--- src/hdl/vrsc_map.svh ---
// Purpose: offsets, field positions, reset values and timing in nanoseconds
// Assumes: included by bare name from the package and the controller
// Notes: definitions only
`ifndef VRSC_MAP_SVH
`define VRSC_MAP_SVH

// ==========================================================
// sizes
`define VRSC_MODS 12
`define VRSC_CHANS 16
`define VRSC_LINES 8

// ==========================================================
// event status, status byte
`define VRSC_ESR_PON 7
`define VRSC_ESR_CME 5
`define VRSC_ESR_OPC 0
`define VRSC_ESR_RST 8'h80
`define VRSC_STB_ESB 5
`define VRSC_STB_RQS 6

// ==========================================================
// configuration space selectors and device kind mask
`define VRSC_CFG_ID 1'b0
`define VRSC_CFG_KIND 1'b1
`define VRSC_KIND_MASK 16'hf7ff
// maker code: arbitrary value, names no real maker
`define VRSC_MAKER_ID 16'h5a3c

// ==========================================================
// timing
`define VRSC_CLK_NS 5
`define VRSC_PULSE_NS 3000

`endif

--- src/hdl/vrsc_pkg.sv ---
// Purpose: types shared by the relay scan controller
// Assumes: vrsc_map.svh supplies the sizes
// Notes: none
`include "vrsc_map.svh"

package vrsc_pkg;

  // ==========================================================
  // commands
  typedef enum logic [3:0] {
    OP_CLOSE, OP_OPEN, OP_QCLOSE, OP_QOPEN,
    OP_SCAN, OP_TRG_EN, OP_TRG_Q, OP_IN_SEL,
    OP_IN_POLL, OP_ESR_RD, OP_ESE_WR, OP_SRE_WR,
    OP_STB_RD, OP_TST, OP_ERR, OP_CFG
  } vrsc_op_t;

  typedef enum logic [0:0] {ST_IDLE, ST_MAKE} vrsc_fsm_t;

  // ==========================================================
  // whole controller state
  typedef struct packed {
    vrsc_fsm_t fsm;
    logic strap_done;
    logic [2:0] irq_lvl;
    logic [7:0] laddr;
    logic [15:0] kind;
    logic [3:0] nmods;
    logic [7:0] esr;
    logic [7:0] ese;
    logic [7:0] sre;
    logic [`VRSC_LINES-1:0] trg_en;
    logic [2:0] in_sel;
    logic in_irq;
    logic [`VRSC_LINES-1:0] s1;
    logic [`VRSC_LINES-1:0] s2;
    logic [`VRSC_LINES-1:0] s3;
    logic [`VRSC_LINES-1:0] in_flt;
    logic [`VRSC_MODS-1:0][`VRSC_CHANS-1:0] relay;
    logic [`VRSC_MODS-1:0] scan;
    logic [`VRSC_MODS-1:0] last_vld;
    logic [`VRSC_MODS-1:0][3:0] last_ch;
    logic [3:0] pmod;
    logic [3:0] pch;
    logic [9:0] pcnt;
    logic [`VRSC_MODS-1:0] fail_pend;
    logic rsp_v;
    logic rsp_err;
    logic [15:0] rsp_d;
    logic cpu_irq;
  } vrsc_st_t;

endpackage

--- src/hdl/vrsc_ctrl.sv ---
// Purpose: relay scan controller daughter board logic
// Assumes: one command at a time on the command port, 200 MHz clock
// Notes: channel lists are walked by the commander, one channel a command
//
// Overview of operation
// - interrupt level from switch, levels 1 to 7
// - logical address from switch, 0 to 255
// - fixed read-only maker and device-kind registers
// - kind is inverted three-digit model, masked f7ff
// - any trigger lines driven, or all undriven
// - one trigger input, polled or interrupting
// - one to twelve modules, named by position
// - self-test answers 0 pass, 1 fail
// - power-on bit 128 set until first read
// - event status read returns then clears
// - trigger 1 low 3 us after close
// - trigger enable query answers 1 or 0
// - closed query: 1 closed, 0 open
// - open query: 1 open, 0 closed
// - scan mode opens previous before closing new
// - status bit 5 summary, bit 6 request
`timescale 1ns/1ps
`include "vrsc_map.svh"

module vrsc_ctrl #(
  parameter int PULSE_NS = `VRSC_PULSE_NS
) (
  input wire logic i_sys_clk,
  input wire logic i_rst_n,
  input wire logic [2:0] i_irq_level_sw,
  input wire logic [7:0] i_laddr_sw,
  input wire logic [11:0] i_model_bcd,
  input wire logic [3:0] i_module_count,
  input wire logic [`VRSC_MODS-1:0] i_selftest_fail,
  input wire logic [7:0] i_bus_laddr,
  output logic o_addr_hit,
  output logic [2:0] o_irq_level,
  output logic o_irq_req,
  output logic o_srq,
  input wire logic i_cmd_valid,
  output logic o_cmd_ready,
  input wire logic [3:0] i_cmd_op,
  input wire logic [3:0] i_cmd_mod,
  input wire logic [3:0] i_cmd_chan,
  input wire logic [7:0] i_cmd_arg,
  output logic o_rsp_valid,
  output logic o_rsp_err,
  output logic [15:0] o_rsp_data,
  input wire logic [`VRSC_LINES-1:0] i_ttl_trg_i,
  output logic [`VRSC_LINES-1:0] o_ttl_trg_o,
  output logic [`VRSC_LINES-1:0] o_ttl_trg_oe,
  output logic o_cpu_trg_irq,
  output logic [`VRSC_MODS*`VRSC_CHANS-1:0] o_relay_close
);

  // ==========================================================
  // constants
  localparam int PULSE_CYC = (PULSE_NS + `VRSC_CLK_NS - 1) / `VRSC_CLK_NS;

  vrsc_pkg::vrsc_st_t st_q;
  vrsc_pkg::vrsc_st_t st_d;
  vrsc_pkg::vrsc_op_t op;
  logic [3:0] mi;
  logic bad_mod;
  logic close_evt;
  logic [7:0] ev_set;
  logic esb;
  logic rqs;
  logic [7:0] stb;
  logic [9:0] model_bin;
  logic [`VRSC_MODS-1:0] present;
  logic [`VRSC_MODS-1:0] fail_now;
  logic err_found;
  logic [3:0] err_idx;

  // ==========================================================
  // status byte summary
  always_comb begin
    esb = |(st_q.esr & st_q.ese);
    rqs = esb & st_q.sre[`VRSC_STB_ESB];
    stb = 8'h00;
    stb[`VRSC_STB_ESB] = esb;
    stb[`VRSC_STB_RQS] = rqs;
  end

  // three bcd digits to binary, widened for the kind register
  assign model_bin = 10'(i_model_bcd[11:8]) * 10'd100
                   + 10'(i_model_bcd[7:4]) * 10'd10
                   + 10'(i_model_bcd[3:0]);
  assign present = `VRSC_MODS'((13'h0001 << st_q.nmods) - 13'h0001);
  assign fail_now = i_selftest_fail & present;
  assign op = vrsc_pkg::vrsc_op_t'(i_cmd_op);
  assign mi = i_cmd_mod - 4'h1;
  assign bad_mod = (i_cmd_mod == 4'h0) || (i_cmd_mod > st_q.nmods);

  // lowest pending self-test failure
  always_comb begin
    err_found = 1'b0;
    err_idx = 4'h0;
    for (int k = `VRSC_MODS - 1; k >= 0; k--) begin
      if (st_q.fail_pend[k]) begin
        err_found = 1'b1;
        err_idx = 4'(k);
      end
    end
  end

  // ==========================================================
  // next state
  always_comb begin
    st_d = st_q;
    st_d.rsp_v = 1'b0;
    st_d.rsp_err = 1'b0;
    st_d.cpu_irq = 1'b0;
    close_evt = 1'b0;
    ev_set = 8'h00;

    // trigger pins: only s2 and s3 judge a change
    st_d.s1 = i_ttl_trg_i;
    st_d.s2 = st_q.s1;
    st_d.s3 = st_q.s2;
    for (int i = 0; i < `VRSC_LINES; i++) begin
      if (st_q.s2[i] == st_q.s3[i]) begin
        st_d.in_flt[i] = st_q.s2[i];
      end
    end
    // asserted-low line: falling edge is the event
    if (st_q.in_irq && st_q.in_flt[st_q.in_sel]
        && !st_d.in_flt[st_q.in_sel]) begin
      st_d.cpu_irq = 1'b1;
    end

    // straps caught once, just after reset release
    if (!st_q.strap_done) begin
      st_d.strap_done = 1'b1;
      st_d.irq_lvl = i_irq_level_sw;
      st_d.laddr = i_laddr_sw;
      st_d.kind = ~{6'h00, model_bin} & `VRSC_KIND_MASK;
      if (i_module_count == 4'h0) begin
        st_d.nmods = 4'h1;
      end else if (i_module_count > 4'(`VRSC_MODS)) begin
        st_d.nmods = 4'(`VRSC_MODS);
      end else begin
        st_d.nmods = i_module_count;
      end
    end

    if (st_q.pcnt != 10'h000) begin
      st_d.pcnt = st_q.pcnt - 10'h001;
    end

    unique case (st_q.fsm)
      vrsc_pkg::ST_IDLE: begin
        if (i_cmd_valid && st_q.strap_done) begin
          st_d.rsp_v = 1'b1;
          st_d.rsp_d = 16'h0000;
          unique case (op)
            vrsc_pkg::OP_CLOSE, vrsc_pkg::OP_OPEN, vrsc_pkg::OP_QCLOSE,
            vrsc_pkg::OP_QOPEN, vrsc_pkg::OP_SCAN: begin
              if (bad_mod) begin
                st_d.rsp_err = 1'b1;
                ev_set[`VRSC_ESR_CME] = 1'b1;
              end else if (op == vrsc_pkg::OP_CLOSE) begin
                if (st_q.scan[mi] && st_q.last_vld[mi]
                    && st_q.last_ch[mi] != i_cmd_chan) begin
                  // break first, make on the next edge
                  st_d.relay[mi][st_q.last_ch[mi]] = 1'b0;
                  st_d.pmod = mi;
                  st_d.pch = i_cmd_chan;
                  st_d.rsp_v = 1'b0;
                  st_d.fsm = vrsc_pkg::ST_MAKE;
                end else begin
                  st_d.relay[mi][i_cmd_chan] = 1'b1;
                  st_d.last_ch[mi] = i_cmd_chan;
                  st_d.last_vld[mi] = 1'b1;
                  close_evt = 1'b1;
                end
              end else if (op == vrsc_pkg::OP_OPEN) begin
                st_d.relay[mi][i_cmd_chan] = 1'b0;
                if (st_q.last_ch[mi] == i_cmd_chan) begin
                  st_d.last_vld[mi] = 1'b0;
                end
              end else if (op == vrsc_pkg::OP_QCLOSE) begin
                st_d.rsp_d[0] = st_q.relay[mi][i_cmd_chan];
              end else if (op == vrsc_pkg::OP_QOPEN) begin
                st_d.rsp_d[0] = ~st_q.relay[mi][i_cmd_chan];
              end else begin
                st_d.scan[mi] = i_cmd_arg[0];
                st_d.last_vld[mi] = 1'b0;
              end
            end
            vrsc_pkg::OP_TRG_EN: st_d.trg_en = i_cmd_arg;
            vrsc_pkg::OP_TRG_Q: begin
              st_d.rsp_d[0] = st_q.trg_en[i_cmd_arg[2:0]];
            end
            vrsc_pkg::OP_IN_SEL: begin
              st_d.in_sel = i_cmd_arg[2:0];
              st_d.in_irq = i_cmd_arg[3];
            end
            vrsc_pkg::OP_IN_POLL: st_d.rsp_d[0] = st_q.in_flt[st_q.in_sel];
            vrsc_pkg::OP_ESR_RD: begin
              st_d.rsp_d[7:0] = st_q.esr;
              st_d.esr = 8'h00;
            end
            vrsc_pkg::OP_ESE_WR: st_d.ese = i_cmd_arg;
            vrsc_pkg::OP_SRE_WR: st_d.sre = i_cmd_arg;
            vrsc_pkg::OP_STB_RD: st_d.rsp_d[7:0] = stb;
            vrsc_pkg::OP_TST: begin
              st_d.fail_pend = fail_now;
              st_d.rsp_d[0] = |fail_now;
            end
            vrsc_pkg::OP_ERR: begin
              // module name number of the next failure, 0 when none
              if (err_found) begin
                st_d.rsp_d[3:0] = err_idx + 4'h1;
                st_d.fail_pend[err_idx] = 1'b0;
              end
            end
            vrsc_pkg::OP_CFG: begin
              st_d.rsp_d = (i_cmd_arg[0] == `VRSC_CFG_KIND) ?
                           st_q.kind : `VRSC_MAKER_ID;
            end
          endcase
          if (op == vrsc_pkg::OP_CFG && i_cmd_arg[1]) begin
            ev_set[`VRSC_ESR_OPC] = 1'b0;
          end
          if (op == vrsc_pkg::OP_STB_RD && i_cmd_arg[7]) begin
            // arg bit 7 on a status read marks operation complete
            ev_set[`VRSC_ESR_OPC] = 1'b1;
          end
        end
      end
      vrsc_pkg::ST_MAKE: begin
        st_d.relay[st_q.pmod][st_q.pch] = 1'b1;
        st_d.last_ch[st_q.pmod] = st_q.pch;
        st_d.last_vld[st_q.pmod] = 1'b1;
        close_evt = 1'b1;
        st_d.rsp_v = 1'b1;
        st_d.rsp_d = 16'h0000;
        st_d.fsm = vrsc_pkg::ST_IDLE;
      end
    endcase

    // new events win over a same-cycle read clear
    st_d.esr = st_d.esr | ev_set;
    // a close restarts the pulse, so back-to-back closes stretch it
    if (close_evt) begin
      st_d.pcnt = 10'(PULSE_CYC);
    end
  end

  always_ff @(posedge i_sys_clk or negedge i_rst_n) begin
    if (!i_rst_n) begin
      st_q <= '0;
      st_q.esr <= `VRSC_ESR_RST;
      st_q.nmods <= 4'h1;
      st_q.s1 <= '1;
      st_q.s2 <= '1;
      st_q.s3 <= '1;
      st_q.in_flt <= '1;
    end else begin
      st_q <= st_d;
    end
  end

  // ==========================================================
  // outputs
  assign o_cmd_ready = (st_q.fsm == vrsc_pkg::ST_IDLE) && st_q.strap_done;
  assign o_rsp_valid = st_q.rsp_v;
  assign o_rsp_err = st_q.rsp_err;
  assign o_rsp_data = st_q.rsp_d;
  assign o_addr_hit = st_q.strap_done && (i_bus_laddr == st_q.laddr);
  assign o_irq_level = st_q.irq_lvl;
  // level 0 on the switch means the interrupter is off
  assign o_irq_req = rqs && (st_q.irq_lvl != 3'h0);
  assign o_srq = rqs;
  // open-collector lines: only ever pull low, else float
  assign o_ttl_trg_o = '0;
  assign o_ttl_trg_oe = st_q.trg_en & {`VRSC_LINES{st_q.pcnt != 10'h000}};
  assign o_cpu_trg_irq = st_q.cpu_irq;
  assign o_relay_close = st_q.relay;

  // ==========================================================
  // checks
  pon_set_a: assert property (@(posedge i_sys_clk) disable iff (!i_rst_n)
    $rose(st_q.strap_done) |-> st_q.esr[`VRSC_ESR_PON])
    else $error("power-on bit not set after reset");

  esr_clear_a: assert property (@(posedge i_sys_clk) disable iff (!i_rst_n)
    o_cmd_ready && i_cmd_valid && op == vrsc_pkg::OP_ESR_RD
    |=> o_rsp_data[7:0] == $past(st_q.esr) && st_q.esr == 8'h00)
    else $error("event status not returned then cleared");

  stb_sum_a: assert property (@(posedge i_sys_clk) disable iff (!i_rst_n)
    (st_q.esr & st_q.ese) == 8'h00 |-> !o_srq && !o_irq_req)
    else $error("service request without an enabled event");

  scan_break_a: assert property (@(posedge i_sys_clk) disable iff (!i_rst_n)
    o_cmd_ready && i_cmd_valid && op == vrsc_pkg::OP_CLOSE && !bad_mod
    && st_q.scan[mi] && st_q.last_vld[mi] && st_q.last_ch[mi] != i_cmd_chan
    |=> !st_q.relay[st_q.pmod][$past(st_q.last_ch[mi])]
    && !st_q.relay[st_q.pmod][st_q.pch] && !o_rsp_valid
    ##1 st_q.relay[st_q.pmod][st_q.pch] && o_rsp_valid)
    else $error("scan close did not break before make");

  trg_float_a: assert property (@(posedge i_sys_clk) disable iff (!i_rst_n)
    st_q.trg_en == '0 |-> o_ttl_trg_oe == '0)
    else $error("trigger driven while all disabled");

  trg_pulse_a: assert property (@(posedge i_sys_clk) disable iff (!i_rst_n)
    close_evt && st_q.trg_en[1]
    |=> (o_ttl_trg_oe[1] && !o_ttl_trg_o[1])[*8])
    else $error("trigger 1 not pulled low after close");

  pulse_len_a: assert property (@(posedge i_sys_clk) disable iff (!i_rst_n)
    !close_evt && st_q.pcnt != 10'h000
    |=> st_q.pcnt == $past(st_q.pcnt) - 10'h001)
    else $error("trigger pulse count did not step down");

  pulse_load_a: assert property (@(posedge i_sys_clk) disable iff (!i_rst_n)
    close_evt |=> st_q.pcnt == 10'(PULSE_CYC))
    else $error("trigger pulse not restarted by a close");

  bad_mod_a: assert property (@(posedge i_sys_clk) disable iff (!i_rst_n)
    o_cmd_ready && i_cmd_valid && i_cmd_op < 4'h5 && bad_mod
    |=> o_rsp_valid && o_rsp_err && st_q.esr[`VRSC_ESR_CME])
    else $error("bad module number not refused");

  irq_lvl_a: assert property (@(posedge i_sys_clk) disable iff (!i_rst_n)
    o_irq_req |-> o_irq_level != 3'h0 && o_srq)
    else $error("interrupt raised with no level");

  tst_a: assert property (@(posedge i_sys_clk) disable iff (!i_rst_n)
    o_cmd_ready && i_cmd_valid && op == vrsc_pkg::OP_TST
    |=> o_rsp_valid && o_rsp_data == {15'h0000, |$past(fail_now)})
    else $error("self-test answer wrong");

  qopen_a: assert property (@(posedge i_sys_clk) disable iff (!i_rst_n)
    o_cmd_ready && i_cmd_valid && op == vrsc_pkg::OP_QOPEN && !bad_mod
    |=> o_rsp_data[0] != $past(st_q.relay[mi][i_cmd_chan]))
    else $error("open query does not invert close state");

  kind_a: assert property (@(posedge i_sys_clk) disable iff (!i_rst_n)
    st_q.strap_done |-> (st_q.kind & ~`VRSC_KIND_MASK) == 16'h0000)
    else $error("device kind not masked");

endmodule

--- config.mk ---
export PLATFORM = sky130hd
export DESIGN_NAME = vrsc_ctrl
export DESIGN_NICKNAME = d
export VERILOG_FILES = /design/src/hdl/vrsc_pkg.sv /design/src/hdl/vrsc_ctrl.sv
export VERILOG_INCLUDE_DIRS = /design/src /design/src/hdl
export SDC_FILE = /design/constraint.sdc
export NUM_CORES = 1
export LEC_CHECK = 0
export BUFFER_PORTS_ARGS = -buffer_cell sky130_fd_sc_hd__buf_2
export CAP_MARGIN = 5
export CORE_AREA = 2 2 235 237
export DETAILED_ROUTE_END_ITERATION = 8
export DIE_AREA = 0 0 237 239
export PLACE_DENSITY_LB_ADDON = 0.1
export SYNTH_ARGS = -nofsm -noshare
export SYNTH_HDL_FRONTEND = slang
export SYNTH_SLANG_ARGS = --single-unit
--- constraint.sdc ---
create_clock -name i_sys_clk -period 9.8 [get_ports i_sys_clk]
set_input_delay 2.45 -clock i_sys_clk [delete_from_list [all_inputs] [get_ports i_sys_clk]]
set_output_delay 2.45 -clock i_sys_clk [all_outputs]
set_load 0.03 [all_outputs]
# After elaboration in Yosys (flattened, before gate mapping)
# Index checks and enable logic that the tools add are counted.
[totals]
word_cells = 316
regBits = 413
[classes]
magnitude_cmp = 16
shifts = 1
mux = 142
n_bitwise = 25
add_sub_neg = 6
n_eq_ne = 37
mul = 2
n_reduce_logical = 37
[op_table]
columns = ["cell", "count"]
rows = [
  ["2-to-1 mux 272 bit", 3],
  ["2-to-1 mux 192 bit", 3],
  ["bitwise AND 192 bit", 2],
  ["inverter 192 bit", 2],
  ["OR 192 bit", 2],
  ["one-hot mux 192 bit (2 select lines)", 1],
  ["demux 16 bit (select 4 bit)", 3],
  ["one-hot mux 60 bit (2 select lines)", 1],
  ["bitwise mux 48 bit", 2],
  ["2-to-1 mux 16 bit", 5],
  ["2-to-1 mux 4 bit", 19],
  ["2-to-1 mux 12 bit", 6],
  ["2-to-1 mux 36 bit", 2],
  ["binary-select mux 16 bit (select 4 bit)", 1],
  ["2-to-1 mux 60 bit", 1],
  ["2-to-1 mux 1 bit", 58],
  ["2-to-1 mux 56 bit", 1],
  ["2-to-1 mux 24 bit", 2],
  ["2-to-1 mux 8 bit", 6],
  ["bitwise AND 12 bit", 3],
  ["demux 4 bit (select 4 bit)", 2],
  ["== test 4 bit (second input constant)", 8],
  ["one-hot mux 16 bit (2 select lines)", 1],
  ["< comparator 4 x 5 -> 1 bit (second input constant)", 6],
  ["60 further kinds", 126],
]

# Logic depth before layout (Yosys ltp)
# Gate-level depths: netlist of run 1.
[depth]
ltp_word = 20
depth_mapped = 17
mapped_depth_nobuf = 13

# Worst setup path before layout of run 1
# Ideal clock, no wire load.
[synth_path]
kind = "input-to-output"
from = "input port i_bus_laddr[5]"
to = "output port o_addr_hit"
t_arrival_ps = 3844
stages = 4
path_slack_ps = 3506
path_buffers = 0
cell_sequence = "xor2_1 nor4_1 nand3_1 nor4_1"
[synth_via]
elab_chain_cells = 2
[synth_rtl]
columns = ["element", "line_no", "text"]
rows = [
  ["from (decl)", "vrsc_ctrl.sv:35", "input wire logic [7:0] i_bus_laddr,"],
  ["== test 8 bit", "vrsc_ctrl.sv:272", "assign o_addr_hit = st_q.strap_done && (i_bus_laddr == st_q.laddr);"],
  ["logical AND 1 bit", "vrsc_ctrl.sv:272", ""],
  ["to (decl)", "vrsc_ctrl.sv:36", "output logic o_addr_hit,"],
]
# No other way between the ends.

# Worst setup path after layout of run 1
[layout_path]
from = "input port i_cmd_mod[0]"
to = "register st_q, in the netlist o_relay_close[180]"
[layout_via]
elab_chain_cells = 17
elab_cells_between_ends = 39
cone_classes = "add/sub: 1; order compare: 5; eq/ne: 2; mux: 19; bitwise: 5; reduce/logical: 7"
[layout_rtl]
columns = ["element", "line_no", "text"]
rows = [
  ["from (decl)", "vrsc_ctrl.sv:43", "input wire logic [3:0] i_cmd_mod,"],
  ["subtractor 4 x 1 -> 4 bit *", "vrsc_ctrl.sv:93", "assign mi = i_cmd_mod - 4'h1;"],
  ["named net mi[0]", "vrsc_ctrl.sv:63", "logic [3:0] mi;"],
  ["binary-select mux 4 bit (select 4 bit)", "vrsc_ctrl.sv:165, vrsc_ctrl.sv:167", ""],
  ["2-to-1 mux 4 bit (not written as such)", "vrsc_ctrl.sv:165, vrsc_ctrl.sv:167", ""],
  ["< comparator 4 x 5 -> 1 bit (not written as such) / greater-or-equal comparator 4 x 1 -> 1 bit (equally long branches)", "vrsc_ctrl.sv:167", "st_d.relay[mi][st_q.last_ch[mi]] = 1'b0;"],
  ["logical AND 1 bit (not written as such)", "vrsc_ctrl.sv:167", ""],
  ["2-to-1 mux 1 bit (not written as such)", "vrsc_ctrl.sv:167", ""],
  ["demux 1 bit (select 4 bit)", "vrsc_ctrl.sv:167", ""],
  ["[... 2 more ...]", "n/a", ""],
  ["inverter 192 bit (no line)", "n/a", ""],
  ["bitwise AND 192 bit (no line)", "n/a", ""],
  ["2-to-1 mux 192 bit", "vrsc_ctrl.sv:164", "if (st_q.scan[mi] && st_q.last_vld[mi]"],
  ["2-to-1 mux 192 bit *", "vrsc_ctrl.sv:163", "end else if (op == vrsc_pkg::OP_CLOSE) begin"],
  ["2-to-1 mux 272 bit *", "vrsc_ctrl.sv:160", "if (bad_mod) begin"],
  ["2-to-1 mux 272 bit *", "vrsc_ctrl.sv:157", "unique case (op)"],
  ["2-to-1 mux 272 bit *", "vrsc_ctrl.sv:154", "if (i_cmd_valid && st_q.strap_done) begin"],
  ["one-hot mux 192 bit (2 select lines) *", "vrsc_ctrl.sv:152", "unique case (st_q.fsm)"],
  ["to (signal assigned)", "vrsc_ctrl.sv:262", "st_q <= st_d;"],
  ["to (decl)", "vrsc_ctrl.sv:60", "vrsc_pkg::vrsc_st_t st_q;"],
]
# Mark *: on every way through the listed nets, which the timed path passes. The rest lies on a longest branch. The select of a mux whose other input is x is not followed.
# A chain may end at the register's enable or synchronous reset.

==> impl_metrics.env, run 1 <==
export IMPL_outcome="finished clean"
export IMPL_critPathKind="in -> reg"
export IMPL_htreeDepth=2
export IMPL_post_drt_wl_per_cell_um=27.9
export IMPL_yosysWarnings=0
export IMPL_drv_slew=0
export IMPL_min_period_over_period_pct=74.2
export IMPL_rows=86
export IMPL_async_flop_share_pct=100
export IMPL_fin_ws_ns=2.53
export IMPL_clkLatencyLatePin_ns=0.60
export IMPL_area_delta_synth_final_pct=7.68
export IMPL_worst_slew_pin_slew_ns=1.37
export IMPL_die_area_um2=56600
export IMPL_setup_worst_path_start_class="input pin"
export IMPL_cts_buffers=45
export IMPL_track_usage_pct=31.5
export IMPL_ys_types=91
export IMPL_required_ns=10.24
export IMPL_vias=21038
export IMPL_die_h_um=239
export IMPL_met3_usage_pct=7.38
export IMPL_grt_busiest_layer="met2"
export IMPL_postCtsSetupRepairBufs=0
export IMPL_layout_common_cells="355 x dfrtp_1, 301 x buf_2, 226 x nor2_1"
export IMPL_cellPowerDensity_nw_per_um2=162
export IMPL_dpl_instance_area_um2=24400
export IMPL_place_ws_ns=2.04
export IMPL_finalHoldViolations=0
export IMPL_synth_cells=2518
export IMPL_first_pass_iters=6
export IMPL_synth_area_leaders="dfrtp_1 37%, buf_4 7.2%, mux4_2 6.2%"
export IMPL_clockRootBuffer="clkbuf_16"
export IMPL_portBuffers=303
export IMPL_grt_pass1_vias=20367
export IMPL_cts_tree="yes"
export IMPL_drt_iter0_markers=2716
export IMPL_antenna_left=0
export IMPL_maxClockFrequency_ghz=0.138
export IMPL_cts_buffer_depth=3
export IMPL_grt_pass1_wl_mm=135
export IMPL_cp_arrival_ns=7.71
export IMPL_dp_hpwl_mm=62.6
export IMPL_layout_commonest_cell="dfrtp_1"
export IMPL_finalCriticalPeriod_ns=7.27
export IMPL_diodes=0
export IMPL_leakage_nw=10.5
export IMPL_use_met2_pct=49.3
export IMPL_synth_top_area_share_pct=36.9
export IMPL_cp_end_kind="flop"
export IMPL_switching_share_pct=29.6
export IMPL_cts_hold_buf=0
export IMPL_drive_above_1_share_pct=24.2
export IMPL_clock_sinks=389
export IMPL_synth_edf_count=0
export IMPL_synthFlopType="dfrtp_1"
export IMPL_synth_top_cell_by_area="dfrtp_1"
export IMPL_pwr_share_comb_pct=15.8
export IMPL_drc=0
export IMPL_syn_area_um2=24100
export IMPL_nNetsFinal=2621
export IMPL_core_um2=54300
export IMPL_seq_power_share_pct=42.8
export IMPL_skew_ns=0.0293
export IMPL_grt_util_met1_pct=42.1
export IMPL_wl_mm=90.4
export IMPL_worstPathMaxFanout=50
export IMPL_layoutNonFillerInstCount=3239
export IMPL_cap_viol_max_count=0
export IMPL_place_gp_congestion=0.950
export IMPL_internal_power_mw=2.96
export IMPL_grt_setup_unrepaired="false"
export IMPL_ir_drop_uv=136
export IMPL_finalSetupViolCount=0
export IMPL_fillCellCount=5131
export IMPL_avgViaCountPerCell=6.50
export IMPL_die_x_um=237
export IMPL_grt_overflow=0
export IMPL_initial_core_util_pct=44.3
export IMPL_grt_max_degree=143
export IMPL_placed_cells=3157
export IMPL_design_area_um2=25900
export IMPL_max_slew_margin_pct=8.58
export IMPL_syn_avg_cell_area_um2=9.55
export IMPL_ys_seq_area_share_pct=40.6
export IMPL_ios=312
export IMPL_holdCritPathClass="reg -> reg"
export IMPL_ys_ff_latch=389
export IMPL_cts_reportedPaths_clkPinSlew_ns=0.06
export IMPL_antenna_found_initial=1
export IMPL_tns_ns=0
export IMPL_ctsResizeCount=0
export IMPL_clkPwrFrac_pct=41.4
export IMPL_p_sw_mw=1.25
## layer usage
metal,wire [µm],vias to the layer above,share of wire (%)
met1,36700,10611,41
met5,0,-,0
li1,-,9018,-
met2,41200,1201,46
met4,3800,0,4.2
met3,8710,208,9.6
## path summary, 6_finish.rpt
kind | from | to | slack (ns) | cells past startpoint
max | i_cmd_mod[0] | o_relay_close[180] | 2.53 | 11
min | st_d[330] | st_d[322] | 0.35 | 0
max reg2reg | st_q[382] | st_q[78] | 5.84 | 10
min reg2reg | st_d[330] | st_d[322] | 0.35 | 0
max in group asynchronous | i_rst_n | st_q[391] | 6.25 | 2
min in group asynchronous | i_rst_n | o_relay_close[102] | 1.92 | 1
## power groups by stage
| stage | sequential [mW] | clock, mW | combinational [mW] |
|---|---|---|---|
| floorplan | 1.79 | 0 | 0.468 |
| global route | 1.81 | 1.83 | 0.728 |
| detailed placement | 1.83 | 0 | 0.662 |
| CTS | 1.80 | 1.76 | 0.664 |
| global placement | 1.82 | 0 | 0.650 |
| finish | 1.80 | 1.74 | 0.666 |
## metrics by stage
stage	hold WS (ns)	utilization, %	power (mW)
5_1_grt	0.348	47.7	4.37
3_3_place_gp	0.346	44.9	2.47
4_1_cts	0.348	47.7	4.23
2_1_floorplan	0.345	-	2.26
6_report	0.351	47.7	4.21
3_5_place_dp	0.347	44.9	2.49
## synthesized netlist by cell type (38+ instances only)
cell type  count
dfrtp_1      355
buf_4        231
nor2_1       227
o21ai_0      183
nand2_1      161
clkbuf_1     138
nor3_1       122
inv_1         74
a21oi_1       68
o221ai_1      68
mux4_2        66
o22ai_1       62
mux2_2        59
o32a_1        57
nand3_1       53
a22oi_1       47
o31a_1        47
buf_2         38
ha_1          38
## layout make-up
class	count	area (µm²)	area share, %
multi-input combinational	1638	11500	44.6
sequential	389	9780	37.7
timing repair buffer	352	1910	7.37
clock buffer	70	1370	5.30
tap	704	881	3.40
inverter	74	278	1.07
clock inverter	12	141	0.546
## cell families after synthesis
kind of cell,count (synthesis),synth area share [%]
AOI/OAI and AO/OA,700,20.6
xor gates and xnor gates,27,0.983
adders and majority gates,51,2.73
buffers and inverters,498,11.8
DFF,389,40.6
muxes,135,9.36
other,2,0.0312
and+or+nand+nor,716,13.9
## flip-flops by register name (all words and copies together) (netlist names)
register,count
st_d,16
o_relay_close,192
o_rsp_valid,1
o_rsp_data,13
st_q,162
o_irq_level,3
o_rsp_err,1
o_cpu_trg_irq,1
## worst max-delay path, cell delays in order
cell and delay, ns:
buf_4 0.59, inv_1 0.30, ha_4 0.91, buf_4 0.51
nand3_1 0.22, o211ai_1 0.30, a311oi_4 0.30, a21oi_4 0.75
buf_4 0.53, or3_1 0.56, o21ai_0 0.20
Power figures use the tool's default switching activity.
==> inputs of run 2 (changes only) <==
- clock period: 9.8 -> 6.8 ns (I/O delays scaled with it)
==> run 2 against run 1 <==
Compared with the run above: routed wire length up 1.1%; clock-buffer cell count grew 1; critical path depth did not move; first-iteration DRC count rose by 0.48%; worst hold slack gained 0.0029 ns; sequential share of layout area fell by 0.19 points; via count increased by 1.4%; sequential cell count unchanged; non-clock buffer count grew 22; clock skew is 0.0031 ns lower; setup slack got worse by 0.90 ns; largest cell class unchanged; die area unchanged.
==> impl_metrics.env, run 2 (synthesized netlist as in run 1, its figures left out) <==
export IMPL_die_x_um=237
export IMPL_postCtsSetupRepairBufs=0
export IMPL_place_gp_congestion=0.943
export IMPL_worstPathMaxFanout=23
export IMPL_finalCriticalPeriod_ns=5.17
export IMPL_critPathKind="in -> reg"
export IMPL_finalSetupViolCount=0
export IMPL_grt_overflow=0
export IMPL_dpl_instance_area_um2=24600
export IMPL_dp_hpwl_mm=62.5
export IMPL_fin_util_pct=47.9
export IMPL_design_area_um2=26000
export IMPL_cts_tree="yes"
export IMPL_grt_setup_unrepaired="false"
export IMPL_vias=21342
export IMPL_cp_end_kind="flop"
export IMPL_placed_cells=3179
export IMPL_max_slew_margin_pct=12.4
export IMPL_seq_power_share_pct=42.9
export IMPL_drive_above_1_share_pct=24.6
export IMPL_highest_layer="met4"
export IMPL_met3_length_mm=8.31
export IMPL_grt_max_degree=168
export IMPL_post_drt_wl_per_cell_um=28.0
export IMPL_maxClockFrequency_ghz=0.193
export IMPL_diodes=0
export IMPL_area_delta_synth_final_pct=8.21
export IMPL_cellPowerDensity_nw_per_um2=232
export IMPL_rows=86
export IMPL_slowest_stage="o32ai_4"
export IMPL_setup_worst_path_start_class="input pin"
export IMPL_pwr_share_comb_pct=16.1
export IMPL_core_um2=54300
export IMPL_clock_sinks=389
export IMPL_finalHoldViolations=0
export IMPL_avgViaCountPerCell=6.55
export IMPL_largest_reg_flops=192
export IMPL_clockRootBuffer="clkbuf_16"
export IMPL_skew_ns=0.0261
export IMPL_required_ns=7.27
export IMPL_initial_core_util_pct=44.3
export IMPL_grt_pass1_vias=20557
export IMPL_route_met2_wl_mm=42.0
export IMPL_htreeDepth=2
export IMPL_ir_drop_uv=237
export IMPL_hold_slack_ns=0.354
export IMPL_portBuffers=303
export IMPL_cts_reportedPaths_clkPinSlew_ns=0.05
export IMPL_drv_slew=0
export IMPL_worst_slew_pin_slew_ns=1.31
export IMPL_leakage_nw=10.6
export IMPL_cts_hold_buf=0
export IMPL_ios=312
export IMPL_p_sw_mw=1.78
export IMPL_layout_commonest_cell="dfrtp_1"
export IMPL_holdCritPathClass="reg -> reg"
export IMPL_wl_met1_mm=37.0
export IMPL_drc=0
export IMPL_p_total_mw=6.05
export IMPL_grt_pass1_wl_mm=136
export IMPL_max_stage_delay_ns=0.76
export IMPL_tns_ns=0
export IMPL_min_period_over_period_pct=76.1
export IMPL_cp_arrival_ns=5.65
export IMPL_switching_share_pct=29.4
export IMPL_wl_mm=91.4
export IMPL_fin_ws_ns=1.63
export IMPL_drt_iter0_markers=2729
export IMPL_cts_buffers=46
export IMPL_internal_power_mw=4.27
export IMPL_track_usage_pct=31.8
export IMPL_layout_common_cells="355 x dfrtp_1, 301 x buf_2, 226 x nor2_1"
export IMPL_place_ws_ns=1.12
export IMPL_antenna_left=0
export IMPL_ctsResizeCount=0
export IMPL_die_h_um=239
export IMPL_clkPwrFrac_pct=41.0
export IMPL_outcome="finished clean"
export IMPL_die_area_um2=56600
export IMPL_antenna_found_initial=2
export IMPL_first_pass_iters=6
export IMPL_clkLatencyLatePin_ns=0.60
export IMPL_crit_chain="buf_4 > inv_1 > ha_1 > nand2b_1 > o32ai_4 > a22o_1 > o21a_1 > o22a_1 > a21o_2 > nand4_1 > o221ai_1"
export IMPL_crit_buf_inv=2
export IMPL_nNetsFinal=2644
export IMPL_cts_buffer_depth=3
export IMPL_path_delay_family="compound AO/OA/AOI/OAI gates"
export IMPL_cap_viol_max_count=0
export IMPL_layoutNonFillerInstCount=3260
==> run 2: cell count changes in the layout (fill, tap and decap cells not counted), sizes merged <==
cell,change
buf,+22
bufinv,+1
clkbuf,+1
clkinvlp,-2
inv,-1
==> run 2: power by group through the flow <==
stage                     logic (mW)  registers (mW)  clock network (mW)
after global placement         0.950            2.62                   0
after global routing            1.05            2.61                2.60
final                          0.973            2.59                2.48
after detailed placement       0.966            2.63                   0
after CTS                      0.969            2.59                2.51
after floorplan                0.675            2.58                   0
==> run 2: path summary, 6_finish.rpt <==
| path | cells past startpoint | to | slack (ns) | startpoint |
|---|---|---|---|---|
| hold reg to reg | 0 | st_d[322] | 0.35 | st_d[330] |
| setup reg to reg | 12 | o_relay_close[73] | 2.70 | st_q[382] |
| setup / recovery | 11 | o_relay_close[62] | 1.63 | i_cmd_mod[0] |
| hold / removal | 0 | st_d[322] | 0.35 | st_d[330] |
| min in group asynchronous | 1 | o_relay_close[100] | 1.07 | i_rst_n |
| max in group asynchronous | 2 | o_relay_close[191] | 4.25 | i_rst_n |
==> run 2: final cells by class <==
type                            count  area, µm²
Clock buffer                       71       1340
Clock inverter                     10        136
Fill cell                        5151      28300
Inverter                           74        278
Multi-Input combinational cell   1638      11500
Sequential cell                   389       9780
Tap cell                          704        881
Timing Repair Buffer              374       2090
==> run 2: routing by layer <==
| layer | vias to the layer above | global-route usage, % |
|---|---|---|
| li1 | 9075 | - |
| met4 | 0 | 14.5 |
| met5 | - | 0 |
| met3 | 260 | 6.48 |
| met1 | 10764 | 42.4 |
| met2 | 1243 | 49.9 |
